## config.mk

```make
export PLATFORM = sky130hd
export DESIGN_NAME = cvrsc_top
export DESIGN_NICKNAME = d
export VERILOG_FILES = /design/src/cvrsc_pkg.sv /design/src/cvrsc_top.sv
export VERILOG_INCLUDE_DIRS = /design/src /design/src/src
export SDC_FILE = /design/constraint.sdc
export NUM_CORES = 1
export LEC_CHECK = 0
export BUFFER_PORTS_ARGS = -buffer_cell sky130_fd_sc_hd__buf_4
export CAP_MARGIN = 40
export CORE_ASPECT_RATIO = 2
export CORE_UTILIZATION = 47
export DETAILED_ROUTE_END_ITERATION = 10
export HOLD_SLACK_MARGIN = 0.15
export PLACE_DENSITY_LB_ADDON = 0.12
export RECOVER_POWER = 50
export SLEW_MARGIN = 20
export SYNTH_ARGS = -nofsm -noshare
export SYNTH_HDL_FRONTEND = slang
export SYNTH_SLANG_ARGS = --single-unit
export TNS_END_PERCENT = 5
```

## constraint.sdc

```tcl
create_clock -name pclk -period 4.36 [get_ports pclk]
set_clock_uncertainty 0.2 [all_clocks]
set_input_delay 0.872 -clock pclk [delete_from_list [all_inputs] [get_ports pclk]]
set_output_delay 0.872 -clock pclk [all_outputs]
set_load 0.01 [all_outputs]
```

## src/cvrsc_cfg.svh

```systemverilog
// Offsets, field positions, reset values and timing counts of the range controller
`ifndef CVRSC_CFG_SVH
`define CVRSC_CFG_SVH
// ==========================================================
// Register map
`define CVRSC_CTRL_OFS 12'h000
`define CVRSC_STAT_OFS 12'h004
// CTRL fields
`define CVRSC_CTRL_RATE_MSB 2
`define CVRSC_CTRL_FHI 3
`define CVRSC_CTRL_AUTO 4
`define CVRSC_CTRL_ATT 5
// STAT fields
`define CVRSC_STAT_ATT 3
`define CVRSC_STAT_AUTO 4
`define CVRSC_STAT_CONF 5
`define CVRSC_STAT_COVF 6
`define CVRSC_STAT_GOVF 7
`define CVRSC_STAT_OVLD 8
`define CVRSC_STAT_HRES 9
// ==========================================================
// Reset values
`define CVRSC_RANGE_RST 3'h0
`define CVRSC_RATE_RST 3'h1
// ==========================================================
// Display limits and range bounds
`define CVRSC_LIM_HI 18'sh055EF
`define CVRSC_LIM_LO 18'sh00897
`define CVRSC_RNG_TOP 3'h4
`define CVRSC_RNG_STD_TOP 3'h3
`define CVRSC_RNG_LOW_FHI 3'h1
// ==========================================================
// Timing
`define CVRSC_HOLD_MS 500
`define CVRSC_CLK_NS 5
`define CVRSC_HOLD_CYC (`CVRSC_HOLD_MS * 1000000 / `CVRSC_CLK_NS)
`endif

```

## src/cvrsc_pkg.sv

```systemverilog
// Types shared by the range selection controller
package cvrsc_pkg;
  typedef enum logic [2:0] {
    RATE_1 = 3'h0,
    RATE_10 = 3'h1,
    RATE_18 = 3'h2,
    RATE_75 = 3'h3,
    RATE_1000 = 3'h4
  } cvrsc_rate_t;
  typedef enum logic [1:0] {
    KEY_IDLE = 2'h0,
    KEY_HELD = 2'h1,
    KEY_SHIFT = 2'h2,
    KEY_LONG = 2'h3
  } cvrsc_key_t;
  typedef struct packed {
    logic signed [17:0] cap;
    logic signed [17:0] cond;
    logic amp_sat;
    logic auto_up;
    logic auto_down;
  } cvrsc_meas_t;
  typedef struct packed {
    logic auto_led;
    logic atten_led;
    logic test_frequency_key_hi_led;
    logic conflict;
    logic hi_res;
    logic cap_display_overflow_message;
    logic cond_display_overflow_message;
    logic overload;
  } cvrsc_panel_t;
  typedef struct packed {
    logic sweep_abort;
    logic buf_clear;
    logic bias_hold;
    logic buf_hold;
    logic readings_valid;
    logic scale_x10;
  } cvrsc_ctl_t;
endpackage

```

## src/cvrsc_top.sv

```systemverilog
// Range, attenuator and autorange control with APB access
//
// Functional notes
// Five ranges 2pF..20nF at low frequency; 20pF, 200pF, 2nF at high.
// Lowest range never selected at the high test frequency.
// Top range only at low frequency with the attenuator on.
// High resolution at 1, 10, 18 per second; low at 75, 1000.
// The 18 per second rate is accepted only from the bus.
// Display limit 21999 counts high resolution, 2199 low.
// Each reading flagged overflow independently above its limit.
// Amplifier saturation shows overload and marks both readings invalid.
// Overload halts bias stepping and buffer storage.
// Analog outputs carry readings even during overload.
// Brief range key press steps up exactly one range.
// Brief press on the highest range wraps to the lowest.
// Brief press during autorange cancels it and keeps the range.
// Holding the range key over half a second enables autorange.
// Autorange never selects the attenuator.
// Autorange refused at 75 and 1000 per second, conflict raised.
// Shifted range press toggles the attenuator; its lamp follows.
// Attenuator on scales readings and shifts ranges up a decade.
// Conflict on attenuator at high frequency or high frequency with attenuator.
// Any range, attenuator or autorange change aborts a sweep.
// Any range change clears the measurement buffer and pointer.
// A conflicting request leaves all settings unchanged.
//
// Local design decisions: the APB register port and the register offsets.
`timescale 1ns/1ps
`include "cvrsc_cfg.svh"

module cvrsc_top #(
  parameter int unsigned HOLD_CYC = `CVRSC_HOLD_CYC
) (
  input wire logic pclk,
  input wire logic presetn,
  input wire logic [11:0] paddr,
  input wire logic psel,
  input wire logic penable,
  input wire logic pwrite,
  input wire logic [31:0] pwdata,
  output logic [31:0] prdata,
  output logic pready,
  output logic pslverr,
  input wire logic range_key,
  input wire logic shift_key,
  input wire logic test_frequency_key,
  input wire logic rate_key,
  input wire cvrsc_pkg::cvrsc_meas_t meas,
  output cvrsc_pkg::cvrsc_panel_t panel,
  output cvrsc_pkg::cvrsc_ctl_t ctl,
  output logic [2:0] range_sel,
  output logic signed [17:0] analog_cap,
  output logic signed [17:0] analog_cond
);
  import cvrsc_pkg::*;

  localparam int CW = $clog2(HOLD_CYC + 1);

  // ==========================================================
  // Range bound helpers
  function automatic logic [2:0] rng_lo(input logic fh, input logic at);
    return (fh || at) ? `CVRSC_RNG_LOW_FHI : 3'h0;
  endfunction

  function automatic logic [2:0] rng_hi(input logic fh, input logic at);
    return (!fh && at) ? `CVRSC_RNG_TOP : `CVRSC_RNG_STD_TOP;
  endfunction

  function automatic logic hres(input cvrsc_rate_t r);
    return (r == RATE_1) || (r == RATE_10) || (r == RATE_18);
  endfunction

  // ==========================================================
  // Key synchronisers
  logic [3:0] key_in;
  logic [3:0] key_s1;
  logic [3:0] key_s2;
  logic [3:0] key_dly;

  assign key_in = {rate_key, test_frequency_key, shift_key, range_key};

  genvar gi;
  generate
    for (gi = 0; gi < 4; gi++) begin : g_sync
      always_ff @(posedge pclk or negedge presetn) begin
        if (!presetn) begin
          key_s1[gi] <= 1'b0;
          key_s2[gi] <= 1'b0;
          key_dly[gi] <= 1'b0;
        end else begin
          key_s1[gi] <= key_in[gi];
          key_s2[gi] <= key_s1[gi];
          key_dly[gi] <= key_s2[gi];
        end
      end
    end
  endgenerate

  logic rng_s;
  logic shift_s;
  logic rng_rise;
  logic test_frequency_key_rise;
  logic rate_rise;

  assign rng_s = key_s2[0];
  assign shift_s = key_s2[1];
  assign rng_rise = key_s2[0] && !key_dly[0];
  assign test_frequency_key_rise = key_s2[2] && !key_dly[2];
  assign rate_rise = key_s2[3] && !key_dly[3];

  // ==========================================================
  // Range key press timing
  cvrsc_key_t key_reg;
  logic [CW-1:0] hold_reg;
  logic brief_ev;
  logic long_ev;
  logic shift_ev;

  assign shift_ev = (key_reg == KEY_IDLE) && rng_rise && shift_s;
  assign brief_ev = (key_reg == KEY_HELD) && !rng_s;
  assign long_ev = (key_reg == KEY_HELD) && rng_s && (hold_reg == CW'(HOLD_CYC - 1));

  always_ff @(posedge pclk or negedge presetn) begin
    if (!presetn) begin
      key_reg <= KEY_IDLE;
      hold_reg <= '0;
    end else begin
      unique case (key_reg)
        KEY_IDLE: begin
          hold_reg <= '0;
          if (rng_rise) begin
            key_reg <= shift_s ? KEY_SHIFT : KEY_HELD;
          end
        end
        KEY_HELD: begin
          hold_reg <= hold_reg + 1'b1;
          if (!rng_s) begin
            key_reg <= KEY_IDLE;
          end else if (long_ev) begin
            key_reg <= KEY_LONG;
          end
        end
        KEY_SHIFT, KEY_LONG: begin
          if (!rng_s) begin
            key_reg <= KEY_IDLE;
          end
        end
      endcase
    end
  end

  // ==========================================================
  // APB decode
  logic pready_reg;
  logic pslverr_reg;
  logic [31:0] prdata_reg;
  logic bus_wr;
  logic setup;
  logic hit_ctrl;
  logic hit_stat;

  assign setup = psel && !penable;
  assign hit_ctrl = paddr == `CVRSC_CTRL_OFS;
  assign hit_stat = paddr == `CVRSC_STAT_OFS;
  assign bus_wr = psel && penable && pready_reg && pwrite;

  // ==========================================================
  // Settings state
  logic [2:0] range_reg;
  logic [2:0] range_next;
  logic atten_reg;
  logic atten_next;
  logic auto_reg;
  logic auto_next;
  logic fhi_reg;
  logic fhi_next;
  cvrsc_rate_t rate_reg;
  cvrsc_rate_t rate_next;
  logic conflict_reg;
  logic conf_set;
  logic do_bus;
  logic do_test_frequency_key;
  logic do_shift;
  logic do_long;
  logic do_brief;
  logic do_rate;
  logic do_auto;

  // One request per cycle, bus first
  assign do_bus = bus_wr && hit_ctrl;
  assign do_test_frequency_key = !do_bus && test_frequency_key_rise;
  assign do_shift = !do_bus && !test_frequency_key_rise && shift_ev;
  assign do_long = !do_bus && !test_frequency_key_rise && !shift_ev && long_ev;
  assign do_brief = !do_bus && !test_frequency_key_rise && !shift_ev && !long_ev && brief_ev;
  assign do_rate = !do_bus && !test_frequency_key_rise && !shift_ev && !long_ev && !brief_ev
    && rate_rise;
  assign do_auto = !do_bus && !test_frequency_key_rise && !shift_ev && !long_ev && !brief_ev
    && !rate_rise && auto_reg && (meas.auto_up || meas.auto_down);

  always_comb begin
    logic [2:0] c_rng;
    logic c_att;
    logic c_auto;
    logic c_fhi;
    cvrsc_rate_t c_rate;
    logic [2:0] lo;
    logic [2:0] hi;
    c_rng = range_reg;
    c_att = atten_reg;
    c_auto = auto_reg;
    c_fhi = fhi_reg;
    c_rate = rate_reg;
    lo = rng_lo(fhi_reg, atten_reg);
    hi = rng_hi(fhi_reg, atten_reg);
    if (do_bus) begin
      c_fhi = pwdata[`CVRSC_CTRL_FHI];
      c_auto = pwdata[`CVRSC_CTRL_AUTO];
      c_att = pwdata[`CVRSC_CTRL_ATT];
      if (pwdata[`CVRSC_CTRL_RATE_MSB:0] <= RATE_1000) begin
        c_rate = cvrsc_rate_t'(pwdata[`CVRSC_CTRL_RATE_MSB:0]);
      end
      if (c_att && !atten_reg) begin
        c_rng = range_reg + 3'h1;
      end else if (!c_att && atten_reg) begin
        c_rng = range_reg - 3'h1;
      end
    end else if (do_test_frequency_key) begin
      c_fhi = !fhi_reg;
    end else if (do_shift) begin
      c_att = !atten_reg;
      c_rng = atten_reg ? range_reg - 3'h1 : range_reg + 3'h1;
    end else if (do_long) begin
      c_auto = 1'b1;
    end else if (do_brief) begin
      if (auto_reg) begin
        c_auto = 1'b0;
      end else if (range_reg >= hi) begin
        c_rng = lo;
      end else begin
        c_rng = range_reg + 3'h1;
      end
    end else if (do_rate) begin
      unique case (rate_reg)
        RATE_1: c_rate = RATE_10;
        RATE_10: c_rate = RATE_75;
        RATE_18: c_rate = RATE_75;
        RATE_75: c_rate = RATE_1000;
        RATE_1000: c_rate = RATE_1;
        default: c_rate = RATE_1;
      endcase
    end else if (do_auto) begin
      // Attenuator untouched by autorange
      if (meas.auto_up && range_reg < hi) begin
        c_rng = range_reg + 3'h1;
      end else if (meas.auto_down && !meas.auto_up && range_reg > lo) begin
        c_rng = range_reg - 3'h1;
      end
    end
    conf_set = (c_fhi && c_att) || (c_auto && !hres(c_rate));
    if (conf_set) begin
      range_next = range_reg;
      atten_next = atten_reg;
      auto_next = auto_reg;
      fhi_next = fhi_reg;
      rate_next = rate_reg;
    end else begin
      lo = rng_lo(c_fhi, c_att);
      hi = rng_hi(c_fhi, c_att);
      // Clamp into the ranges this setup offers
      if (c_rng < lo) begin
        range_next = lo;
      end else if (c_rng > hi) begin
        range_next = hi;
      end else begin
        range_next = c_rng;
      end
      atten_next = c_att;
      auto_next = c_auto;
      fhi_next = c_fhi;
      rate_next = c_rate;
    end
  end

  always_ff @(posedge pclk or negedge presetn) begin
    if (!presetn) begin
      range_reg <= `CVRSC_RANGE_RST;
      atten_reg <= 1'b0;
      auto_reg <= 1'b0;
      fhi_reg <= 1'b0;
      rate_reg <= cvrsc_rate_t'(`CVRSC_RATE_RST);
    end else begin
      range_reg <= range_next;
      atten_reg <= atten_next;
      auto_reg <= auto_next;
      fhi_reg <= fhi_next;
      rate_reg <= rate_next;
    end
  end

  // Conflict flag: a new conflict beats a clear in the same cycle
  always_ff @(posedge pclk or negedge presetn) begin
    if (!presetn) begin
      conflict_reg <= 1'b0;
    end else if (conf_set) begin
      conflict_reg <= 1'b1;
    end else if (bus_wr && hit_stat && pwdata[`CVRSC_STAT_CONF]) begin
      conflict_reg <= 1'b0;
    end
  end

  // ==========================================================
  // Sweep abort and buffer clear
  logic abort_reg;
  logic bclr_reg;

  always_ff @(posedge pclk or negedge presetn) begin
    if (!presetn) begin
      abort_reg <= 1'b0;
      bclr_reg <= 1'b0;
    end else begin
      abort_reg <= (range_next != range_reg) || (atten_next != atten_reg)
        || (auto_next != auto_reg);
      bclr_reg <= range_next != range_reg;
    end
  end

  // ==========================================================
  // Reading checks
  logic cap_display_overflow_message_reg;
  logic cond_display_overflow_message_reg;
  logic ovld_reg;
  logic valid_reg;
  logic hres_reg;
  logic signed [17:0] lim;
  logic signed [17:0] acap_reg;
  logic signed [17:0] acond_reg;

  assign lim = hres(rate_reg) ? `CVRSC_LIM_HI : `CVRSC_LIM_LO;

  always_ff @(posedge pclk or negedge presetn) begin
    if (!presetn) begin
      cap_display_overflow_message_reg <= 1'b0;
      cond_display_overflow_message_reg <= 1'b0;
      hres_reg <= 1'b0;
    end else begin
      cap_display_overflow_message_reg <= meas.cap > lim;
      cond_display_overflow_message_reg <= meas.cond > lim;
      hres_reg <= hres(rate_reg);
    end
  end

  always_ff @(posedge pclk or negedge presetn) begin
    if (!presetn) begin
      ovld_reg <= 1'b0;
      valid_reg <= 1'b1;
    end else begin
      ovld_reg <= meas.amp_sat;
      valid_reg <= !meas.amp_sat;
    end
  end

  // Analog path ignores overload
  always_ff @(posedge pclk or negedge presetn) begin
    if (!presetn) begin
      acap_reg <= '0;
      acond_reg <= '0;
    end else begin
      acap_reg <= meas.cap;
      acond_reg <= meas.cond;
    end
  end

  // ==========================================================
  // APB answer, zero wait states
  always_ff @(posedge pclk or negedge presetn) begin
    if (!presetn) begin
      pready_reg <= 1'b0;
      pslverr_reg <= 1'b0;
      prdata_reg <= 32'h0000_0000;
    end else begin
      pready_reg <= setup;
      pslverr_reg <= setup && !hit_ctrl && !hit_stat;
      if (setup && hit_ctrl) begin
        prdata_reg <= {26'h0, atten_reg, auto_reg, fhi_reg, rate_reg};
      end else if (setup && hit_stat) begin
        prdata_reg <= {22'h0, hres_reg, ovld_reg, cond_display_overflow_message_reg, cap_display_overflow_message_reg,
          conflict_reg, auto_reg, atten_reg, range_reg};
      end else begin
        prdata_reg <= 32'h0000_0000;
      end
    end
  end

  // ==========================================================
  // Outputs
  assign prdata = prdata_reg;
  assign pready = pready_reg;
  assign pslverr = pslverr_reg;
  assign range_sel = range_reg;
  assign analog_cap = acap_reg;
  assign analog_cond = acond_reg;
  assign panel = {auto_reg, atten_reg, fhi_reg, conflict_reg, hres_reg, cap_display_overflow_message_reg,
    cond_display_overflow_message_reg, ovld_reg};
  assign ctl = {abort_reg, bclr_reg, ovld_reg, ovld_reg, valid_reg, atten_reg};
endmodule

```

==> flow_metrics.tcl <==
set metrics [dict create \
    die_h_um 157 \
    cts_buffers 9 \
    synthTopCellsByArea "dfrtp_1, ha_1, buf_4, nor2_1, xor2_1" \
    hp-start "key_s1[1]" \
    grt_most_used_layer "met2" \
    synth_top_area_share_pct 45.7 \
    arrival_ns 4.30 \
    min_path_type "flop to flop" \
    yosysSeqAreaShare_pct 46.6 \
    start_util_pct 48.2 \
    tns_ns 0 \
    critPathMaxFanout 7 \
    async_flop_share_pct 100 \
    fin_crit_sh_pct 97.0 \
    critical_path.max_stage_delay_ns 0.47 \
    final_cell_mix "buf_4, dfrtp_1, nor2_1" \
    critical_path_class "flop to flop" \
    core-area_mm2 0.0117 \
    synth_top_flop_cell "dfrtp_1" \
    critPathLaunchType "flop" \
    syn_to_final_growth_pct 23.5 \
    drv_cap 1 \
    relSlewSlack_pct -110 \
    powerDensity_mw_per_mm2 491 \
    startpoint "atten_reg" \
    drive_above_1_share_pct 26.8 \
    place.gp.congestion 0.884 \
    row_count 56 \
    synth-seq-cells 105 \
    grt_pass1_vias 4692 \
    drt-total-wl_mm 14.2 \
    final_hold_viol_count 0 \
    whs_ns 0.158 \
    num_io_pins 179 \
    io_buffers 130 \
    finalSetupViolations 0 \
    grt_max_degree 60 \
    status "finished, violations left" \
    grtUsageMet2_pct 44.7 \
    initialDrtViolationCount 240 \
    endpoint_kind "flop" \
    final_common_cell "buf_4" \
    grt_util_all_layers_pct 23.4 \
    grt_pass1_wl_mm 22.2 \
    slowest_stage "or3_2" \
    synth_largest_area_cell "dfrtp_1" \
    largest_register_ffs 27 \
    diodes 0 \
    clkTransAtPathRegs_ns 0.07 \
    numClockSinks 105 \
    fmax_mhz 236 \
    grtUsageMet1_pct 23.3 \
    grt_antenna_before_repair 0 \
    slew_viol_final 60 \
    antenna_left 0 \
    synth_edf_count 0 \
    grt_setup_unrepaired "yes" \
    hpwl_mm 11.2 \
    h-tree-depth 3 \
    layout.nets 810 \
    fin_crit_ns 4.23 \
    ys_types 80 \
    avgViaCountPerCell 5.39 \
    firstDrtPassIters 4 \
    violations "capacitance limit, slew limit" \
    cts_tree "done" \
    tightest_slew_ns 3.14 \
    use_met3_pct 4.06 \
    root_buffer "clkbuf_16" \
    clock_latency_ns 0.35 \
    syn-cell-area_mm2 0.00564 \
    worstPathRequired_ns 4.43 \
    cp_cell_sequence "or2_2 -> ha_1 -> nor2_2 -> o31ai_2 -> o2bb2ai_1 -> or3_2 -> a32o_2 -> ha_1 -> a21o_1 -> a21oi_2 -> a31oi_2 -> or2_2 -> o221a_1 -> and4b_2 -> a41oi_2" \
    dieArea_mm2 0.0125 \
    ir_drop_mv 0.292 \
    synthCells 550 \
    die_w_um 79.5 \
    drcViolationCount 0 \
    avgRoutedWirePerCell_um 16.9 \
    clockBufferDepth 2 \
    post_cts_buffers 0 \
    synth_area_per_cell_um2 10.3 \
    yosys_warnings 0 \
    power_leakage_nw 3.26 \
    ctsHoldBuffers 0 \
    grt.overflow.total 0 \
    r2r_start "atten_reg" \
    route.vias.total 4525 \
    n_fill_cell 1068 \
]
synthesized netlist by cell type, drive strengths merged, types with 2 or more instances:
| cell type | instances |
|---|---|
| dfrtp | 103 |
| nor2 | 60 |
| buf | 43 |
| nand2 | 31 |
| ha | 29 |
| o21ai | 28 |
| a21oi | 26 |
| inv | 17 |
| nand4 | 16 |
| xor2 | 16 |
| xnor2 | 13 |
| nand3 | 12 |
| clkbuf | 11 |
| mux2i | 10 |
| a21o | 8 |
| and3 | 8 |
| nor2b | 8 |
| mux2 | 7 |
| nand2b | 7 |
| nor3 | 7 |
| nor4 | 7 |
| a31oi | 6 |
| or3 | 6 |
| nand4b | 5 |
| or4 | 5 |
| a211oi | 4 |
| o31ai | 4 |
| or2 | 4 |
| a211o | 3 |
| and2 | 3 |
| and4 | 3 |
| a22o | 2 |
| and2b | 2 |
| dfstp | 2 |
| nor3b | 2 |
| o2bb2ai | 2 |
| or3b | 2 |
routing by layer:
| layer | share of wire, % | vias up |
|---|---|---|
| li1 | - | 2167 |
| met5 | 0 | - |
| met4 | 4.5 | 0 |
| met3 | 3.3 | 44 |
| met1 | 35 | 2192 |
| met2 | 57 | 122 |
logic make-up (layout without fill, tap and decap cells):
logic type	after synthesis	after routing	share of synthesized area, %
compound gates	101	101	12.0
xor+xnor	29	29	4.50
fa+ha+maj	29	29	6.43
buf+inv	72	195	8.16
flops	105	105	46.6
mux	17	17	3.50
other cells	1	22	0.0665
simple gates	196	196	18.8
through the flow:
stage	area, µm²	util [%]	total power [mW]	cells	setup WS [ns]
finish	6970	59.5	3.42	839	0.130
global route	6970	59.5	3.64	839	-0.0287
CTS	7040	60.2	3.41	839	0.0182
detailed placement	6720	57.4	2.56	823	-0.0597
global placement	6720	57.4	2.51	823	-0.0320
floorplan	5720	-	2.11	571	0.0151
critical path: cells and delay by family (launching register included):
| family | cells | cell delay, ns |
|---|---|---|
| flops | 1 | 0.42 |
| simple gates | 5 | 1.41 |
| fa+ha+maj | 2 | 0.62 |
| compound gates | 8 | 1.51 |
layout make-up:
class                   count  area [µm²]  share of cell area, %
flip-flops and latches    105        2630                   37.7
clock buffers              10         229                   3.29
well taps                 145         181                   2.60
clock inverters             6        82.6                   1.19
multi-input cells         394        2680                   38.5
repair buffers            161        1090                   15.7
inverters                  18        67.6                  0.970
timing repair:
action                     in CTS  in global routing
setup endpoints to repair       2                  2
pin swaps                       0                  1
gates resized for setup         1                  9
final timing paths:
path / to / slack [ns] / cells after the start
worst max register to register: abort_reg / 0.13 / 15
worst min-delay path: shift_s / 0.16 / 0
worst min register to register: shift_s / 0.16 / 0
min in group asynchronous: range_sel[2] / 1.35 / 1
max in group asynchronous: key_s2[3] / 0.76 / 2
worst max-delay path: abort_reg / 0.13 / 15
power breakdown:
group / internal, mW / total [mW] / switching [mW] / leakage, nW
clock network: 0.459 / 0.842 / 0.383 / 0.148
logic: 0.670 / 1.46 / 0.792 / 1.80
registers: 1.06 / 1.12 / 0.0601 / 1.31
(Power assumes the default switching activity.)
